## src/rtl/status_word_consts.svh

```systemverilog
`ifndef STATUS_WORD_CONSTS_SVH
`define STATUS_WORD_CONSTS_SVH

// ----------------------------------------------------------------
// register map
// ----------------------------------------------------------------
`define SW_ADDR_STATUS      32'h0000_0000
`define SW_ADDR_ACC         32'h0000_0004
`define SW_ADDR_BITOP       32'h0000_0008
`define SW_ADDR_BANK        32'h0000_000C

// ----------------------------------------------------------------
// status word fields
// ----------------------------------------------------------------
`define SW_BIT_CARRY        7
`define SW_BIT_NIBBLE       6
`define SW_BIT_USER0        5
`define SW_BIT_BANK_HI      4
`define SW_BIT_BANK_LO      3
`define SW_BIT_OVF          2
`define SW_BIT_USER1        1
`define SW_BIT_PARITY       0
`define SW_RESET            8'h00
`define SW_WR_MASK          8'hFE
`define SW_HW_KEEP_MASK     8'h3A
`define ACC_RESET           8'h00
`define BANK_BYTES          8'h08
`define MUL_LIMIT           16'h00FF

`endif

```

## src/rtl/status_word_pkg.sv

```systemverilog
package status_word_pkg;
    typedef enum logic [2:0] {
        OP_NONE, OP_ADD, OP_ADDC, OP_SUBB, OP_MUL, OP_DIV, OP_DA
    } alu_op_t;

    typedef struct packed {
        logic [7:0] status;
        logic [7:0] acc;
    } flag_state_t;

    typedef struct packed {
        logic        pend;
        logic        write;
        logic [3:0]  addr;
        logic        ready;
        logic [31:0] rdata;
    } bus_state_t;
endpackage

```

## src/rtl/flag_compute.sv

```systemverilog
`timescale 1ns/10ps
`include "status_word_consts.svh"

// arithmetic flag evaluation, purely combinational
module flag_compute
    import status_word_pkg::*;
(
    input  wire alu_op_t    op,
    input  wire logic [7:0] a,
    input  wire logic [7:0] b,
    input  wire logic       cin,
    output logic            upd,
    output logic            carry,
    output logic            nibble,
    output logic            ovf,
    output logic            ovf_upd,
    output logic            nibble_upd,
    output logic [7:0]      result
);
    logic [8:0]  sum9;
    logic [4:0]  lo5;
    logic [15:0] prod;

    // result and carries per operation
    always_comb begin
        sum9       = 9'h000;
        lo5        = 5'h00;
        prod       = 16'h0000;
        upd        = 1'b0;
        carry      = 1'b0;
        nibble     = 1'b0;
        ovf        = 1'b0;
        ovf_upd    = 1'b0;
        nibble_upd = 1'b0;
        result     = a;
        unique case (op)
            OP_ADD, OP_ADDC: begin
                sum9       = {1'b0, a} + {1'b0, b} + {8'h00, cin & (op == OP_ADDC)};
                lo5        = {1'b0, a[3:0]} + {1'b0, b[3:0]} + {4'h0, cin & (op == OP_ADDC)};
                result     = sum9[7:0];
                upd        = 1'b1;
                carry      = sum9[8];                                   // RQ1 RQ2
                nibble     = lo5[4];                                    // RQ3
                nibble_upd = 1'b1;
                ovf        = (a[7] == b[7]) && (sum9[7] != a[7]);       // RQ7
                ovf_upd    = 1'b1;
            end
            OP_SUBB: begin
                sum9       = {1'b0, a} - {1'b0, b} - {8'h00, cin};
                lo5        = {1'b0, a[3:0]} - {1'b0, b[3:0]} - {4'h0, cin};
                result     = sum9[7:0];
                upd        = 1'b1;
                carry      = sum9[8];                                   // RQ1 RQ2
                nibble     = lo5[4];                                    // RQ3
                nibble_upd = 1'b1;
                ovf        = (a[7] != b[7]) && (sum9[7] != a[7]);       // RQ7
                ovf_upd    = 1'b1;
            end
            OP_MUL: begin
                prod    = {8'h00, a} * {8'h00, b};
                result  = prod[7:0];
                upd     = 1'b1;
                carry   = 1'b0;                                         // RQ2
                ovf     = prod > `MUL_LIMIT;                             // RQ7
                ovf_upd = 1'b1;
            end
            OP_DIV: begin
                result  = (b == 8'h00) ? 8'h00 : a / b;
                upd     = 1'b1;
                carry   = 1'b0;                                         // RQ2
                ovf     = (b == 8'h00);                                 // RQ7
                ovf_upd = 1'b1;
            end
            OP_DA: begin
                // decimal adjust: only carry may be raised, never cleared
                sum9   = {1'b0, a};
                if (a[3:0] > 4'h9 || b[0])
                    sum9 = sum9 + 9'h006;
                if (sum9[8:4] > 5'h09 || cin)
                    sum9 = sum9 + 9'h060;
                result = sum9[7:0];
                upd    = 1'b1;
                carry  = sum9[8] | cin;                                 // RQ1
            end
            default: begin
                upd = 1'b0;
            end
        endcase
    end
endmodule // flag_compute

```

## src/rtl/cpu_status_flag_logic.sv

```systemverilog
// The implementer's own choices: the register addresses and register access over AHB-Lite.
`timescale 1ns/10ps
`include "status_word_consts.svh"

// Overview of operation
// (RQ1) carry flag, bit 7, set on addition carry out or subtraction borrow.
// (RQ2) arithmetic with neither carry nor borrow clears the carry flag.
// (RQ3) nibble carry, bit 6, follows carry into or borrow from upper nibble.
// (RQ4) bits 5 and 1 are software flags, untouched by hardware, bit addressable.
// (RQ5) parity, bit 0, always shows odd count of ones in the accumulator.
// (RQ6) bank select bits pick one of four banks, base equals bank times eight.
// (RQ7) overflow, bit 2, on signed overflow, product above 255, divide by zero.
module cpu_status_flag_logic
    import status_word_pkg::*;
(
    input  wire logic        ref_clk,
    input  wire logic        nrst,
    // ahb-lite slave
    input  wire logic        hsel,
    input  wire logic [31:0] haddr,
    input  wire logic [1:0]  htrans,
    input  wire logic        hwrite,
    input  wire logic [2:0]  hsize,
    input  wire logic [31:0] hwdata,
    input  wire logic        hready,
    output logic             hreadyout,
    output logic             hresp,
    output logic [31:0]      hrdata,
    // core arithmetic side
    input  wire alu_op_t     alu_op,
    input  wire logic [7:0]  alu_b,
    input  wire logic        acc_load,
    input  wire logic [7:0]  acc_load_data,
    output logic [7:0]       status_word,
    output logic [7:0]       acc_value,
    output logic [4:0]       bank_base
);
    // ----------------------------------------------------------------
    // reset release
    // ----------------------------------------------------------------
    logic rst_meta_n;
    logic rst_n;

    // two-stage release so every flop leaves reset on the same edge
    always_ff @(posedge ref_clk or negedge nrst) begin
        if (!nrst) begin
            rst_meta_n <= 1'b0;
            rst_n      <= 1'b0;
        end else begin
            rst_meta_n <= 1'b1;
            rst_n      <= rst_meta_n;
        end
    end

    // ----------------------------------------------------------------
    // flag arithmetic
    // ----------------------------------------------------------------
    flag_state_t st_r;
    flag_state_t st_nxt;
    bus_state_t  bus_r;
    bus_state_t  bus_nxt;
    logic [4:0]  bank_base_r;
    logic [4:0]  bank_base_nxt;

    logic        f_upd;
    logic        f_carry;
    logic        f_nibble;
    logic        f_ovf;
    logic        f_ovf_upd;
    logic        f_nibble_upd;
    logic [7:0]  f_result;

    // operand b doubles as the nibble-carry source for decimal adjust
    flag_compute u_flag_compute (
        .op         (alu_op),
        .a          (st_r.acc),
        .b          ((alu_op == OP_DA) ? {7'h00, st_r.status[`SW_BIT_NIBBLE]} : alu_b),
        .cin        (st_r.status[`SW_BIT_CARRY]),
        .upd        (f_upd),
        .carry      (f_carry),
        .nibble     (f_nibble),
        .ovf        (f_ovf),
        .ovf_upd    (f_ovf_upd),
        .nibble_upd (f_nibble_upd),
        .result     (f_result)
    );

    // ----------------------------------------------------------------
    // bus decode
    // ----------------------------------------------------------------
    logic        take;
    logic        wr_now;
    logic [7:0]  wbyte;
    logic [2:0]  bit_pos;

    assign take    = hsel && hready && htrans[1];
    assign wr_now  = bus_r.pend && bus_r.write;
    assign wbyte   = hwdata[7:0];
    assign bit_pos = hwdata[2:0];

    // parity of a byte
    function automatic logic odd_ones(input logic [7:0] v);
        odd_ones = ^v;
    endfunction

    // next-state of status word and accumulator
    always_comb begin
        st_nxt = st_r;
        // hardware arithmetic results first; software write below wins for
        // the same byte since it is a direct store by the program
        if (f_upd) begin
            st_nxt.acc = f_result;
            st_nxt.status[`SW_BIT_CARRY] = f_carry;                  // RQ1 RQ2
            if (f_nibble_upd)
                st_nxt.status[`SW_BIT_NIBBLE] = f_nibble;            // RQ3
            if (f_ovf_upd)
                st_nxt.status[`SW_BIT_OVF] = f_ovf;                  // RQ7
        end
        if (acc_load)
            st_nxt.acc = acc_load_data;
        if (wr_now) begin
            unique case (bus_r.addr)
                4'h0: begin
                    st_nxt.status = (wbyte & `SW_WR_MASK) | (st_nxt.status & ~`SW_WR_MASK);
                end
                4'h1: begin
                    st_nxt.acc = wbyte;
                end
                4'h2: begin
                    // single-bit write: bit 3 of data is the value, 2:0 the position
                    if (bit_pos != 3'(`SW_BIT_PARITY))
                        st_nxt.status[bit_pos] = hwdata[3];          // RQ4
                end
                4'h3: begin
                    st_nxt.status[`SW_BIT_BANK_HI:`SW_BIT_BANK_LO] = wbyte[1:0];
                end
                default: begin
                    st_nxt = st_nxt;
                end
            endcase
        end
        // parity tracks whatever the accumulator will hold
        st_nxt.status[`SW_BIT_PARITY] = odd_ones(st_nxt.acc);        // RQ5
    end

    // bank base is bank number times eight
    always_comb begin
        bank_base_nxt = {st_nxt.status[`SW_BIT_BANK_HI:`SW_BIT_BANK_LO], 3'b000};  // RQ6
    end

    // ----------------------------------------------------------------
    // bus slave: zero wait states, read data presented in data phase
    // ----------------------------------------------------------------
    always_comb begin
        bus_nxt       = bus_r;
        bus_nxt.ready = 1'b1;
        bus_nxt.pend  = take;
        if (take) begin
            bus_nxt.write = hwrite;
            bus_nxt.addr  = haddr[5:2];
            bus_nxt.rdata = 32'h0000_0000;
            if (!hwrite) begin
                unique case (haddr[5:2])
                    4'h0: bus_nxt.rdata = {24'h000000, st_r.status};
                    4'h1: bus_nxt.rdata = {24'h000000, st_r.acc};
                    4'h2: bus_nxt.rdata = {24'h000000, st_r.status};
                    4'h3: bus_nxt.rdata = {29'h00000000, bank_base_r[4:3], 1'b0} >> 1;
                    default: bus_nxt.rdata = 32'h0000_0000;
                endcase
            end
        end
    end

    // state registers
    always_ff @(posedge ref_clk or negedge rst_n) begin
        if (!rst_n) begin
            st_r        <= '{status: `SW_RESET, acc: `ACC_RESET};
            bus_r       <= '{pend: 1'b0, write: 1'b0, addr: 4'h0, ready: 1'b1, rdata: 32'h0000_0000};
            bank_base_r <= 5'h00;
        end else begin
            st_r        <= st_nxt;
            bus_r       <= bus_nxt;
            bank_base_r <= bank_base_nxt;
        end
    end

    // ----------------------------------------------------------------
    // outputs
    // ----------------------------------------------------------------
    assign hreadyout   = bus_r.ready;
    assign hresp       = 1'b0;
    assign hrdata      = bus_r.rdata;
    assign status_word = st_r.status;
    assign acc_value   = st_r.acc;
    assign bank_base   = bank_base_r;
endmodule // cpu_status_flag_logic

```

## config.mk

```make
export PLATFORM = sky130hd
export DESIGN_NAME = cpu_status_flag_logic
export DESIGN_NICKNAME = d
export VERILOG_FILES = /design/src/rtl/status_word_pkg.sv /design/src/rtl/flag_compute.sv /design/src/rtl/cpu_status_flag_logic.sv
export VERILOG_INCLUDE_DIRS = /design/src /design/src/rtl
export SDC_FILE = /design/constraint.sdc
export NUM_CORES = 1
export LEC_CHECK = 0
export BUFFER_PORTS_ARGS = -buffer_cell sky130_fd_sc_hd__buf_2
export CAP_MARGIN = 10
export CORE_AREA = 2 2 130 132
export DETAILED_ROUTE_END_ITERATION = 12
export DIE_AREA = 0 0 132 134
export HOLD_SLACK_MARGIN = 0.15
export PLACE_DENSITY = 0.67
export SETUP_SLACK_MARGIN = 0.05
export SLEW_MARGIN = 20
export SYNTH_ARGS = -nofsm -noshare
export SYNTH_HDL_FRONTEND = slang
export SYNTH_SLANG_ARGS = --single-unit
```

## constraint.sdc

```tcl
create_clock -name ref_clk -period 1.1 [get_ports ref_clk]
set_input_delay 0.055 -clock ref_clk [delete_from_list [all_inputs] [get_ports ref_clk]]
set_output_delay 0.055 -clock ref_clk [all_outputs]
set_load 0.05 [all_outputs]
```

==> qor.csv, run 1 <==
stage,metric,value,unit
status,status,"complete, but fails checks",
status,violated checks,negative setup slack,
clock_tree,TritonCTS clock tree,built,
placement,Post-DP HPWL,19700,µm
layout,"most common cell after layout, fill and taps aside",buf_4,
timing,worst slew pin tran,0.589,ns
clock_tree,hold-fix buffers at CTS,5,
setup_path,CP max FO,8,
logic_synthesis,leading post-synthesis cells by cell area,"ha_1 (17%), dfrtp_1 (11%), fa_1 (11%), nand2_1 (5.1%), inv_1 (4.9%)",
timing,Fin. Hold Viols,0,
routing,first-pass detailed-route iteration total,5,
setup_path,critical path startpoint category,register,
timing,relative slew slack,60.2,%
power_and_ir_drop,LEAKAGE,0.00556,µW
clock_tree,total CTS buffers,5,
layout,footprint of the multi-input gates,6470,µm²
setup_path,Worst path max stage delay,0.43,ns
routing,post-route ant nets,0,
routing,DRT iter0 DRCs,748,
timing,RSZ-0062 raised after global routing,yes,
die,Die W,132,µm
layout,diode count,0,
placement,placed cells,1399,
clock_tree,clk root buf,clkbuf_16,
global_route,gr usage total,29.4,%
logic_synthesis,synthesized area,7210,µm²
layout,most frequent cells in the layout,"buf_4 (262), inv_1 (84), nand2_1 (82)",
timing,fin crit share,1050,%
routing,DR vias,8571,
die,I/O pins,149,
layout,fill count,1186,
logic_synthesis,Synth async-reset ratio,100,%
layout,share of layout cells above drive strength 1,43.9,%
layout,Post-layout nets,1505,
setup_path,Critical Path Sink Type,register,
logic_synthesis,"Seq/Total Area, Yosys",11.1,%
power_and_ir_drop,Tot Pwr,25100,µW
power_and_ir_drop,Power per Cell Area,2210,nW/µm²
timing,Final Critical Period,11.57,ns
routing,routed len/inst,20.1,µm
layout,Register Area,816,µm²
global_route,global route overflow,0,
setup_path,Crit Path Category,reg -> reg,
logic_synthesis,Post-Syn Instances,930,
timing,worst clock skew,0.00822,ns
logic_synthesis,largest area contributor in the netlist,ha_1,
setup_path,"Slowest-stage cell, CP",dfrtp_2,
clock_tree,clk buf depth,2,
routing,Routed WL,30100,µm
flow_run,max-cap viol count,0,
logic_synthesis,Syn Area/Cell,7.75,µm²
clock_tree,Worst-Skew Late Latency,0.28,ns
placement,pre-CTS setup slack,-10.08,ns
timing,Fmax achieved,86.4,MHz
layout,Non-Filler Instances,1495,
die,Rows,47,
min_path,hold crit path type,in -> reg,
routing,Via density,5.73,
clock_tree,clock transition at the registers of the reported paths,0.06,ns
layout,utilization after layout,69.6,%
die,Die Y,134,µm
global_route,vias in the first global route,7969,
logic_synthesis,Synth Flop Type,dfrtp_1,
logic_synthesis,top-area cell type share of the netlist area,17.0,%
logic_synthesis,Post-synth EDFFs,0,
die,area of the die,17700,µm²
timing,Final Setup Violations,29,
routing,DRC violations left,0,
global_route,largest net degree at the start of global routing,31,
setup_path,Crit path required time,1.30,ns
clock_tree,Sink Count,32,
global_route,initial antenna violation count,0,
placement,IO buf count,63,
die,core area,16300,µm²
global_route,first-pass GRT wire length,41300,µm
placement,Routability Congestion,1.00,
setup_path,Worst Path Arrival,11.77,ns
logic_synthesis,Yosys reg bits,32,
logic_synthesis,Yosys warnings,0,
clock_tree,CTS H-tree lvls,2,
setup_path,Most common cell on crit path,o21a_1,
logic_synthesis,post-synth cell types,74,
die,Starting Density,44.3,%
timing,Setup WS post-layout,-10.47,ns
layout,Area Growth Syn to Fin,57.3,%
power_and_ir_drop,maximum VDD drop,1550,µV
timing,"Slew Viols, Final",0,
[cell type report]
class	count	share of cell area (%)
multi-input cells	752	57.1
repair buffers	384	28.4
flip-flops and latches	32	7.20
inverters	99	3.44
well taps	220	2.43
clock buffers	5	1.10
clock inverters	3	0.375
[final timing paths]
check,slack (ns),to,cells after the start,from
worst max-delay path,-10.47,status_word[0]$_DFF_PN0_,64,status_word[6]$_DFF_PN0_
min in group asynchronous,0.22,bus_r[37]$_DFFE_PN0P_,1,rst_n$_DFF_PN0_
worst min-delay path,0.07,acc_value[6]$_DFF_PN0_,3,hwdata[6]
worst max register to register,-10.47,status_word[0]$_DFF_PN0_,64,status_word[6]$_DFF_PN0_
max in group asynchronous,0.29,rst_meta_n$_DFF_PN0_,3,nrst
worst min register to register,0.22,bus_r[37]$_DFFE_PN0P_,1,rst_n$_DFF_PN0_
[flip-flops by register name, indices dropped and copies added (netlist names)]
name / cells
acc_value: 8
bank_base: 1
rst_n: 1
hrdata: 8
bus_r: 6
status_word: 7
rst_meta_n: 1
[kinds of logic after synthesis]
kind of cell	share of synthesized area [%]
AND/OR/NAND/NOR	18.7
XOR/XNOR	5.54
flip-flops	11.1
multiplexers	3.94
buffers and inverters	11.3
other	0.104
AO/OA/AOI/OAI	21.3
adder cells (fa/ha/maj)	28.0
[metal layers]
layer  track usage, %  part of all wire (%)
met5                0                     0
met1             37.4                    38
met3             5.25                   9.3
met2             49.5                    46
met4             11.5                   6.7
[stage by stage]
stage | hold WS, ns | setup TNS, ns | cell area [µm²]
final | 0.0701 | -68.81 | 11300
after global routing | 0.0768 | -71.35 | 11300
after CTS | 0.127 | -62.87 | 10600
after detailed placement | -0.158 | -64.21 | 9530
after global placement | -0.161 | -61.59 | 9530
after floorplan | -0.241 | -56.76 | 7700
[synthesized netlist by cell type, types with 4 or more instances]
cell / number
ha_1: 98
nand2_1: 98
inv_1: 94
nor2_1: 77
a21oi_1: 57
o21ai_0: 46
buf_4: 42
fa_1: 39
dfrtp_1: 32
xnor2_1: 32
clkbuf_1: 26
nor3_1: 21
mux2_2: 19
nand2b_1: 15
nand3_1: 15
a21o_1: 14
o21a_1: 14
or3_1: 14
o22ai_1: 12
nor2b_1: 11
xor2_1: 11
a22o_1: 10
a211oi_1: 8
mux2i_1: 7
nand4_1: 6
o21bai_1: 6
or2_2: 6
a22oi_1: 5
a31oi_1: 5
buf_2: 5
o31ai_1: 5
a221oi_1: 4
o211ai_1: 4
o31a_1: 4
[power by group]
group | total [µW] | internal, µW | switching [µW]
sequential | 1630 | 1400 | 232
clock | 1640 | 1060 | 572
combinational | 21800 | 10800 | 11100
[worst max-delay path, delay by kind of cell, from the launching register on]
| kind | cells | cell delay (ns) |
|---|---|---|
| AOI/OAI and AO/OA | 27 | 4.86 |
| xor gates and xnor gates | 7 | 1.30 |
| adders and majority gates | 8 | 2.29 |
| buffers and inverters | 5 | 0.74 |
| DFF | 1 | 0.43 |
| muxes | 1 | 0.28 |
| and+or+nand+nor | 16 | 1.54 |
[what timing repair did]
action,4_1_cts,5_1_grt
buffers inserted,42,51
setup endpoints to repair,36,34
endpoints found under the hold margin,7,1
pin swaps,53,53
gates cloned,0,0
resized for setup,136,104
(Power assumes the default switching activity.)
==> inputs of run 2 (changes only) <==
Settings changed: PLACE_DENSITY 0.67 to 0.77.
==> run 2 against run 1 <==
Net effect: the run still ends with negative setup slack left; largest power group unchanged; die area did not move; critical endpoint unchanged; routed wire length is 2.6% lower; non-clock buffer count decreased by 30; final cell count down 1.9%; largest cell class unchanged; power decreased by 2.0%; critical path type unchanged.
==> qor.csv, run 2 (synthesis gave the netlist of run 1 again) <==
stage,metric,value,unit,change
routing,Routed WL,29300,µm,-2.6%
global_route,met2 usage,48.7,%,-0.81 points
layout,Finished Cell Area,11000,µm²,-3.0%
setup_path,critical path startpoint category,register,,
layout,most frequent cells in the layout,"buf_4 (250), nand2_1 (86), ha_1 (83)",,
routing,first-pass detailed-route iteration total,7,,+2
layout,Area Growth Syn to Fin,52.6,%,
timing,Fmax achieved,85.3,MHz,-1.3%
global_route,largest net degree at the start of global routing,31,,unchanged
global_route,gr usage total,28.9,%,-0.46 points
routing,DRT iter0 DRCs,860,,+15%
timing,Setup WS post-layout,-10.62,ns,-0.148 ns
clock_tree,clk root buf,clkbuf_16,,
clock_tree,Sink Count,32,,unchanged
setup_path,Crit path required time,1.29,ns,about the same
timing,fin crit share,1070,%,+13 points
global_route,Top Usage Layer GRT,met2,,
die,I/O pins,149,,unchanged
placement,IO buf count,63,,unchanged
routing,post-route ant nets,0,,unchanged
setup_path,CP max FO,7,,-1
timing,worst clock skew,0.00603,ns,-0.00219 ns
timing,RSZ-0062 raised after global routing,yes,,
setup_path,register-to-register setup slack,-10.62,ns,-0.15 ns
layout,Post-layout nets,1475,,-2.0%
timing,worst slew pin tran,0.579,ns,-0.0102 ns
timing,relative slew slack,60.9,%,+0.69 points
placement,Placement Cell Area,9510,µm²,-0.16%
status,violated checks,negative setup slack,,
layout,share of layout cells above drive strength 1,42.0,%,-1.9 points
clock_tree,Worst-Skew Late Latency,0.28,ns,about the same
timing,Final Critical Period,11.72,ns,+0.148 ns
setup_path,R2R Path Start,status_word[6]$_DFF_PN0_,,
die,area of the die,17700,µm²,unchanged
power_and_ir_drop,Sw Share,47.0,%,-0.31 points
clock_tree,TritonCTS clock tree,built,,
clock_tree,clk buf depth,2,,unchanged
die,Starting Density,44.3,%,unchanged
clock_tree,total CTS buffers,5,,unchanged
timing,Final Setup Violations,29,,unchanged
status,status,"complete, but fails checks",,
setup_path,Crit Path Category,reg -> reg,,
layout,"most common cell after layout, fill and taps aside",buf_4,,
timing,Setup TNS,-66.94,ns,+1.87 ns
die,core area,16300,µm²,unchanged
global_route,first-pass GRT wire length,41200,µm,-0.30%
setup_path,Worst Path Arrival,11.91,ns,+0.14 ns
timing,"Slew Viols, Final",0,,unchanged
setup_path,crit path launch,status_word[6]$_DFF_PN0_,,
global_route,vias in the first global route,8167,,+2.5%
setup_path,Critical Path Sink,status_word[0]$_DFF_PN0_,,
power_and_ir_drop,Power per Cell Area,2230,nW/µm²,+1.0%
routing,DR vias,8543,,-0.33%
power_and_ir_drop,combinational power share,86.3,%,-0.7 points
clock_tree,hold-fix buffers at CTS,6,,+1
setup_path,Critical Path Sink Type,register,,
clock_tree,CTS H-tree lvls,2,,unchanged
power_and_ir_drop,switching power,11500,µW,-2.6%
routing,DRC violations left,0,,unchanged
min_path,hold crit path type,in -> reg,,
routing,Via density,5.83,,+1.6%
global_route,initial antenna violation count,0,,unchanged
global_route,met1 track demand over resource,36.6,%,-0.80 points
placement,Post-DP HPWL,19800,µm,+0.57%
setup_path,Worst path max stage delay,0.43,ns,about the same
global_route,GR Layer Usage met3,5.44,%,+0.19 points
routing,routed len/inst,20.0,µm,-0.65%
power_and_ir_drop,Clock Power Share,7.0,%,+0.5 points
placement,Routability Congestion,1.01,,+0.92%
die,Rows,47,,unchanged
setup_path,"Slowest-stage cell, CP",dfrtp_2,,
placement,pre-CTS setup slack,-10.06,ns,+0.0145 ns
setup_path,R2R cell count,60,,-6.3%
setup_path,RR Endpoint,status_word[0]$_DFF_PN0_,,
flow_run,max-cap viol count,0,,unchanged
die,Die W,132,µm,unchanged
global_route,global route overflow,0,,unchanged
die,Die Y,134,µm,unchanged
power_and_ir_drop,maximum VDD drop,1540,µV,-0.97%
timing,Fin. Hold Viols,0,,unchanged
power_and_ir_drop,internal power,13000,µW,-1.4%
power_and_ir_drop,Reg power frac,6.7,%,+0.2 points
power_and_ir_drop,Tot Pwr,24600,µW,-2.0%
clock_tree,clock transition at the registers of the reported paths,0.06,ns,about the same
power_and_ir_drop,LEAKAGE,0.00539,µW,-3.1%
run 2: changes by cell type in the layout (fill, tap and decap cells not counted), moves of 4 or more:
cell,delta
buf_6,-17
buf_4,-12
ha_1,+6
inv_1,-4
inv_2,+4
nand2_1,+4
run 2: repair_timing:
item / in CTS / in global routing
endpoints found under the setup margin: 37 / 34
setup buffers: 22 / 34
gates cloned: 1 / 0
hold endpoints to repair: 7 / 1
resized for setup: 115 / 94
pin swaps: 49 / 57
run 2: through the flow:
step,instances,util [%],hold WS (ns)
4_1_cts,1436,63.6,0.103
3_5_place_dp,1402,58.4,-0.156
6_report,1466,67.5,0.111
2_1_floorplan,958,-,-0.241
3_3_place_gp,1402,58.4,-0.160
5_1_grt,1465,67.5,0.117
run 2: worst min path at each step:
stage          startpoint                      to  slack (ns)  cells after the start
2_1_floorplan        nrst    rst_meta_n$_DFF_PN0_       -0.24                      0
3_3_place_gp         nrst         rst_n$_DFF_PN0_       -0.16                      1
3_5_place_dp         nrst    rst_meta_n$_DFF_PN0_       -0.16                      1
4_1_cts         hwdata[6]  acc_value[6]$_DFF_PN0_        0.10                      3
5_1_grt         hwdata[6]  acc_value[6]$_DFF_PN0_        0.12                      3
6_report        hwdata[6]  acc_value[6]$_DFF_PN0_        0.11                      3
run 2: power by group through the flow:
stage                     sequential [µW]  combinational, µW  clock [µW]
after global placement               1590              16600           0
after global routing                 1660              22800        1780
after floorplan                      2110              10900           0
final                                1650              21200        1720
after CTS                            1600              18800        1710
after detailed placement             1590              17200           0
run 2: worst max-delay path, delay by kind of cell, from the launching register on:
kind,cells,cell delay (ns)
compound gates,25,4.57
xor+xnor,7,1.32
fa+ha+maj,8,2.40
buf+inv,3,0.47
flops,1,0.43
mux,2,0.62
simple gates,15,1.77
run 2: layer usage:
| layer | up-vias | part of all wire (%) |
|---|---|---|
| met5 | - | 0 |
| met4 | 0 | 5.8 |
| met3 | 149 | 10 |
| met2 | 520 | 47 |
| met1 | 4073 | 38 |
| li1 | 3801 | - |
run 2: layout make-up:
class | count | area (µm²)
antenna | 1 | 2.50
clock buffer | 7 | 153
clock inverter | 1 | 30.0
fill | 1176 | 5290
inverter | 99 | 390
multi-input combinational | 752 | 6440
sequential | 32 | 817
tap | 220 | 275
timing repair buffer | 354 | 2900
==> inputs of run 3 (changes only) <==
--- a/config.mk
+++ b/config.mk
@@ -10,7 +10,7 @@
 export CAP_MARGIN = 10
-export CORE_AREA = 2 2 130 132
+export CORE_AREA = 2 2 133 135
 export DETAILED_ROUTE_END_ITERATION = 12
-export DIE_AREA = 0 0 132 134
+export DIE_AREA = 0 0 135 137
 export HOLD_SLACK_MARGIN = 0.15
-export PLACE_DENSITY = 0.77
+export PLACE_DENSITY = 0.76
 export SETUP_SLACK_MARGIN = 0.05
@@ -19,2 +19,3 @@
 export SYNTH_HDL_FRONTEND = slang
+export SYNTH_HIERARCHICAL = 1
 export SYNTH_SLANG_ARGS = --single-unit
==> constraint.sdc (replaced) <==
create_clock -name ref_clk -period 1.1 [get_ports ref_clk]
set_input_delay 0.165 -clock ref_clk [delete_from_list [all_inputs] [get_ports ref_clk]]
set_output_delay 0.165 -clock ref_clk [all_outputs]
set_load 0.05 [all_outputs]
==> run 3 against run 2 <==
Net effect: first-iteration DRC count is 19% higher; the flow still finishes with violations (negative setup slack); setup slack better by 0.82 ns; register-to-register slack better by 0.82 ns; highest routed layer unchanged; clock skew is 0.00091 ns lower; fmax is 7.6% higher; clock-buffer cell count stayed put; non-clock buffer count is 44 higher; routed wire length is 6.6% higher; critical path depth is 4 lower; design area is 8.8% higher.
==> qor.csv, run 3 <==
stage,metric,value,unit,change
global_route,gr usage total,30.2,%,+1.3 points
placement,Placement Cell Area,10100,µm²,+6.7%
logic_synthesis,Synth async-reset ratio,100,%,unchanged
clock_tree,Worst-Skew Late Latency,0.28,ns,about the same
timing,Fin Hold WS,0.156,ns,+0.0446 ns
clock_tree,clock transition at the registers of the reported paths,0.05,ns,about the same
setup_path,"Slowest-stage cell, CP",o21ai_0,,
clock_tree,CTS H-tree lvls,2,,unchanged
logic_synthesis,Yosys warnings,6,,+6
die,I/O pins,149,,unchanged
logic_synthesis,largest area contributor in the netlist,ha_1,,
timing,worst slew pin tran,0.581,ns,+0.00198 ns
setup_path,RR Endpoint,status_word[0]$_DFF_PN0_,,
logic_synthesis,Yosys reg bits,32,,unchanged
clock_tree,TritonCTS clock tree,built,,
placement,Routability Congestion,0.979,,-3.3%
power_and_ir_drop,maximum VDD drop,1590,µV,+3.6%
logic_synthesis,Synth top cells by count,"ha_1 (104), inv_1 (95), nand2_1 (87)",,
global_route,first-pass GRT wire length,44400,µm,+8.0%
timing,RSZ-0062 raised after global routing,yes,,
setup_path,register-to-register setup slack,-9.80,ns,+0.82 ns
layout,Finished Cell Area,12000,µm²,+8.8%
timing,relative slew slack,61.0,%,about the same
layout,diode count,0,,-1
setup_path,Critical Path Sink Type,register,,
routing,Via density,5.92,,+1.6%
routing,first-pass detailed-route iteration total,5,,-2
setup_path,Worst path max stage delay,0.41,ns,-0.02 ns
logic_synthesis,post-synth cell types,84,,+14%
power_and_ir_drop,LEAKAGE,0.00577,µW,+7.1%
clock_tree,Sink Count,32,,unchanged
setup_path,R2R Path Start,status_word[6]$_DFF_PN0_,,
timing,Fmax achieved,91.8,MHz,+7.6%
setup_path,Crit path required time,1.25,ns,-0.04 ns
die,core area,17100,µm²,+4.7%
timing,worst clock skew,0.00513,ns,-0.000909 ns
logic_synthesis,most common cell in the netlist,ha_1,,
logic_synthesis,leading post-synthesis cells by cell area,"ha_1 (17%), dfrtp_1 (11%), fa_1 (11%), inv_1 (4.7%), nand2_1 (4.3%)",,
die,Rows,48,,+2.1%
status,violated checks,negative setup slack,,
timing,Final Critical Period,10.90,ns,-0.824 ns
placement,Post-DP HPWL,20200,µm,+1.9%
logic_synthesis,Syn Area/Cell,7.94,µm²,+2.4%
setup_path,R2R cell count,56,,-6.7%
die,Starting Density,44.1,%,-0.12 points
timing,"Slew Viols, Final",0,,unchanged
status,status,"complete, but fails checks",,
layout,Post-layout nets,1543,,+4.6%
clock_tree,clk root buf,clkbuf_16,,
layout,fill count,1153,,-2.0%
setup_path,CP max FO,5,,-2
timing,Setup WS post-layout,-9.80,ns,+0.824 ns
routing,DRC violations left,0,,unchanged
placement,IO buf count,63,,unchanged
logic_synthesis,Synth Flop Type,dfrtp_1,,
min_path,hold crit path type,in -> reg,,
timing,Final Setup Violations,35,,+21%
timing,Fin. Hold Viols,0,,unchanged
power_and_ir_drop,Power per Cell Area,2130,nW/µm²,-4.7%
logic_synthesis,Post-Syn Instances,948,,+1.9%
layout,Non-Filler Instances,1531,,+4.4%
setup_path,Crit Path Category,reg -> reg,,
layout,most frequent cells in the layout,"buf_4 (296), inv_1 (81), ha_1 (80)",,
routing,DR vias,9063,,+6.1%
clock_tree,clk buf depth,2,,unchanged
setup_path,Critical Path Sink,status_word[0]$_DFF_PN0_,,
global_route,initial antenna violation count,0,,unchanged
placement,pre-CTS setup slack,-9.57,ns,+0.497 ns
global_route,largest net degree at the start of global routing,31,,unchanged
layout,Area Growth Syn to Fin,59.0,%,
setup_path,Most common cell on crit path,o21a_1,,
logic_synthesis,synthesized area,7530,µm²,+4.4%
routing,post-route ant nets,0,,unchanged
routing,DRT iter0 DRCs,1024,,+19%
logic_synthesis,Post-synth EDFFs,0,,unchanged
flow_run,max-cap viol count,0,,unchanged
placement,placed cells,1456,,+3.9%
die,Die Y,137,µm,+2.2%
power_and_ir_drop,Tot Pwr,25500,µW,+3.7%
clock_tree,total CTS buffers,5,,unchanged
setup_path,critical path startpoint category,register,,
timing,fin crit share,990,%,-75 points
die,area of the die,18500,µm²,+4.6%
routing,routed len/inst,20.4,µm,+2.1%
global_route,global route overflow,0,,unchanged
layout,share of layout cells above drive strength 1,46.5,%,+4.5 points
layout,"most common cell after layout, fill and taps aside",buf_4,,
routing,Routed WL,31200,µm,+6.6%
die,Die W,135,µm,+2.3%
setup_path,Worst Path Arrival,11.05,ns,-0.86 ns
logic_synthesis,top-area cell type share of the netlist area,17.3,%,+0.28 points
global_route,vias in the first global route,8914,,+9.1%
logic_synthesis,"Seq/Total Area, Yosys",10.6,%,-0.47 points
setup_path,crit path launch,status_word[6]$_DFF_PN0_,,
-- run 3: cell count changes in the layout (fill, tap and decap cells not counted), sizes merged, moves of 8 or more --
cell,delta
nand2,-12
nor3,+8
buf,+49
a21oi,-11
o21ai,+11
nand2b,-8
-- run 3: worst min-delay path by stage --
stage                   from                     to  depth (start not counted)
floorplan               nrst   rst_meta_n$_DFF_PN0_                          0
global placement        nrst   rst_meta_n$_DFF_PN0_                          1
detailed placement      nrst        rst_n$_DFF_PN0_                          1
CTS                 haddr[4]  bus_r[35]$_DFFE_PN0P_                          2
global route        haddr[5]  bus_r[36]$_DFFE_PN0P_                          2
finish                hwrite  bus_r[37]$_DFFE_PN0P_                          2
-- run 3: layer usage --
layer  GRT usage [%]  routed length [µm]
met1            37.0               11200
met2            52.9               15000
met3            4.04                3100
met4            13.7                1990
met5               0                   0
-- run 3: kinds of logic (layout without fill, tap and decap cells) --
logic type	after synthesis	after routing	share of synthesized area, %
AND/OR/NAND/NOR	274	274	17.5
AO/OA/AOI/OAI	240	240	21.6
buffers and inverters	174	504	11.2
adder cells (fa/ha/maj)	146	146	28.2
XOR/XNOR	41	41	4.95
multiplexers	39	39	5.80
flip-flops	32	32	10.6
other	2	30	0.0998
-- run 3: power breakdown --
group,switching [µW],total [µW],internal (µW)
clock network,519,1710,1190
logic,11100,22100,11100
registers,250,1640,1390
-- run 3: layout make-up --
class | instances | area, µm² | area share [%]
Inverter | 98 | 397 | 3.31
Tap cell | 225 | 282 | 2.35
Sequential cell | 32 | 823 | 6.88
Multi-Input combinational cell | 770 | 6950 | 58.1
Clock inverter | 1 | 30.0 | 0.251
Timing Repair Buffer | 398 | 3330 | 27.8
Clock buffer | 7 | 153 | 1.28
-- run 3: critical path, delay by kind of cell (launching register included) --
family | cells | cell delay (ns)
multiplexers | 3 | 0.74
buffers and inverters | 7 | 0.91
AND/OR/NAND/NOR | 7 | 0.83
AO/OA/AOI/OAI | 29 | 5.26
flip-flops | 1 | 0.39
adder cells (fa/ha/maj) | 8 | 2.22
XOR/XNOR | 2 | 0.40
-- run 3: repair_timing --
item	4_1_cts	5_1_grt
gates cloned	0	0
setup endpoints to repair	49	43
hold endpoints to repair	2	0
gates resized for setup	148	128
hold buffers	1	0
pin swaps	42	63
buffers inserted	45	30
-- run 3: through the flow --
stage,utilization (%),TNS (ns)
4_1_cts,66.1,-64.71
6_report,70.2,-68.43
5_1_grt,70.2,-71.08
2_1_floorplan,-,-59.85
3_5_place_dp,59.5,-69.69
3_3_place_gp,59.5,-66.89
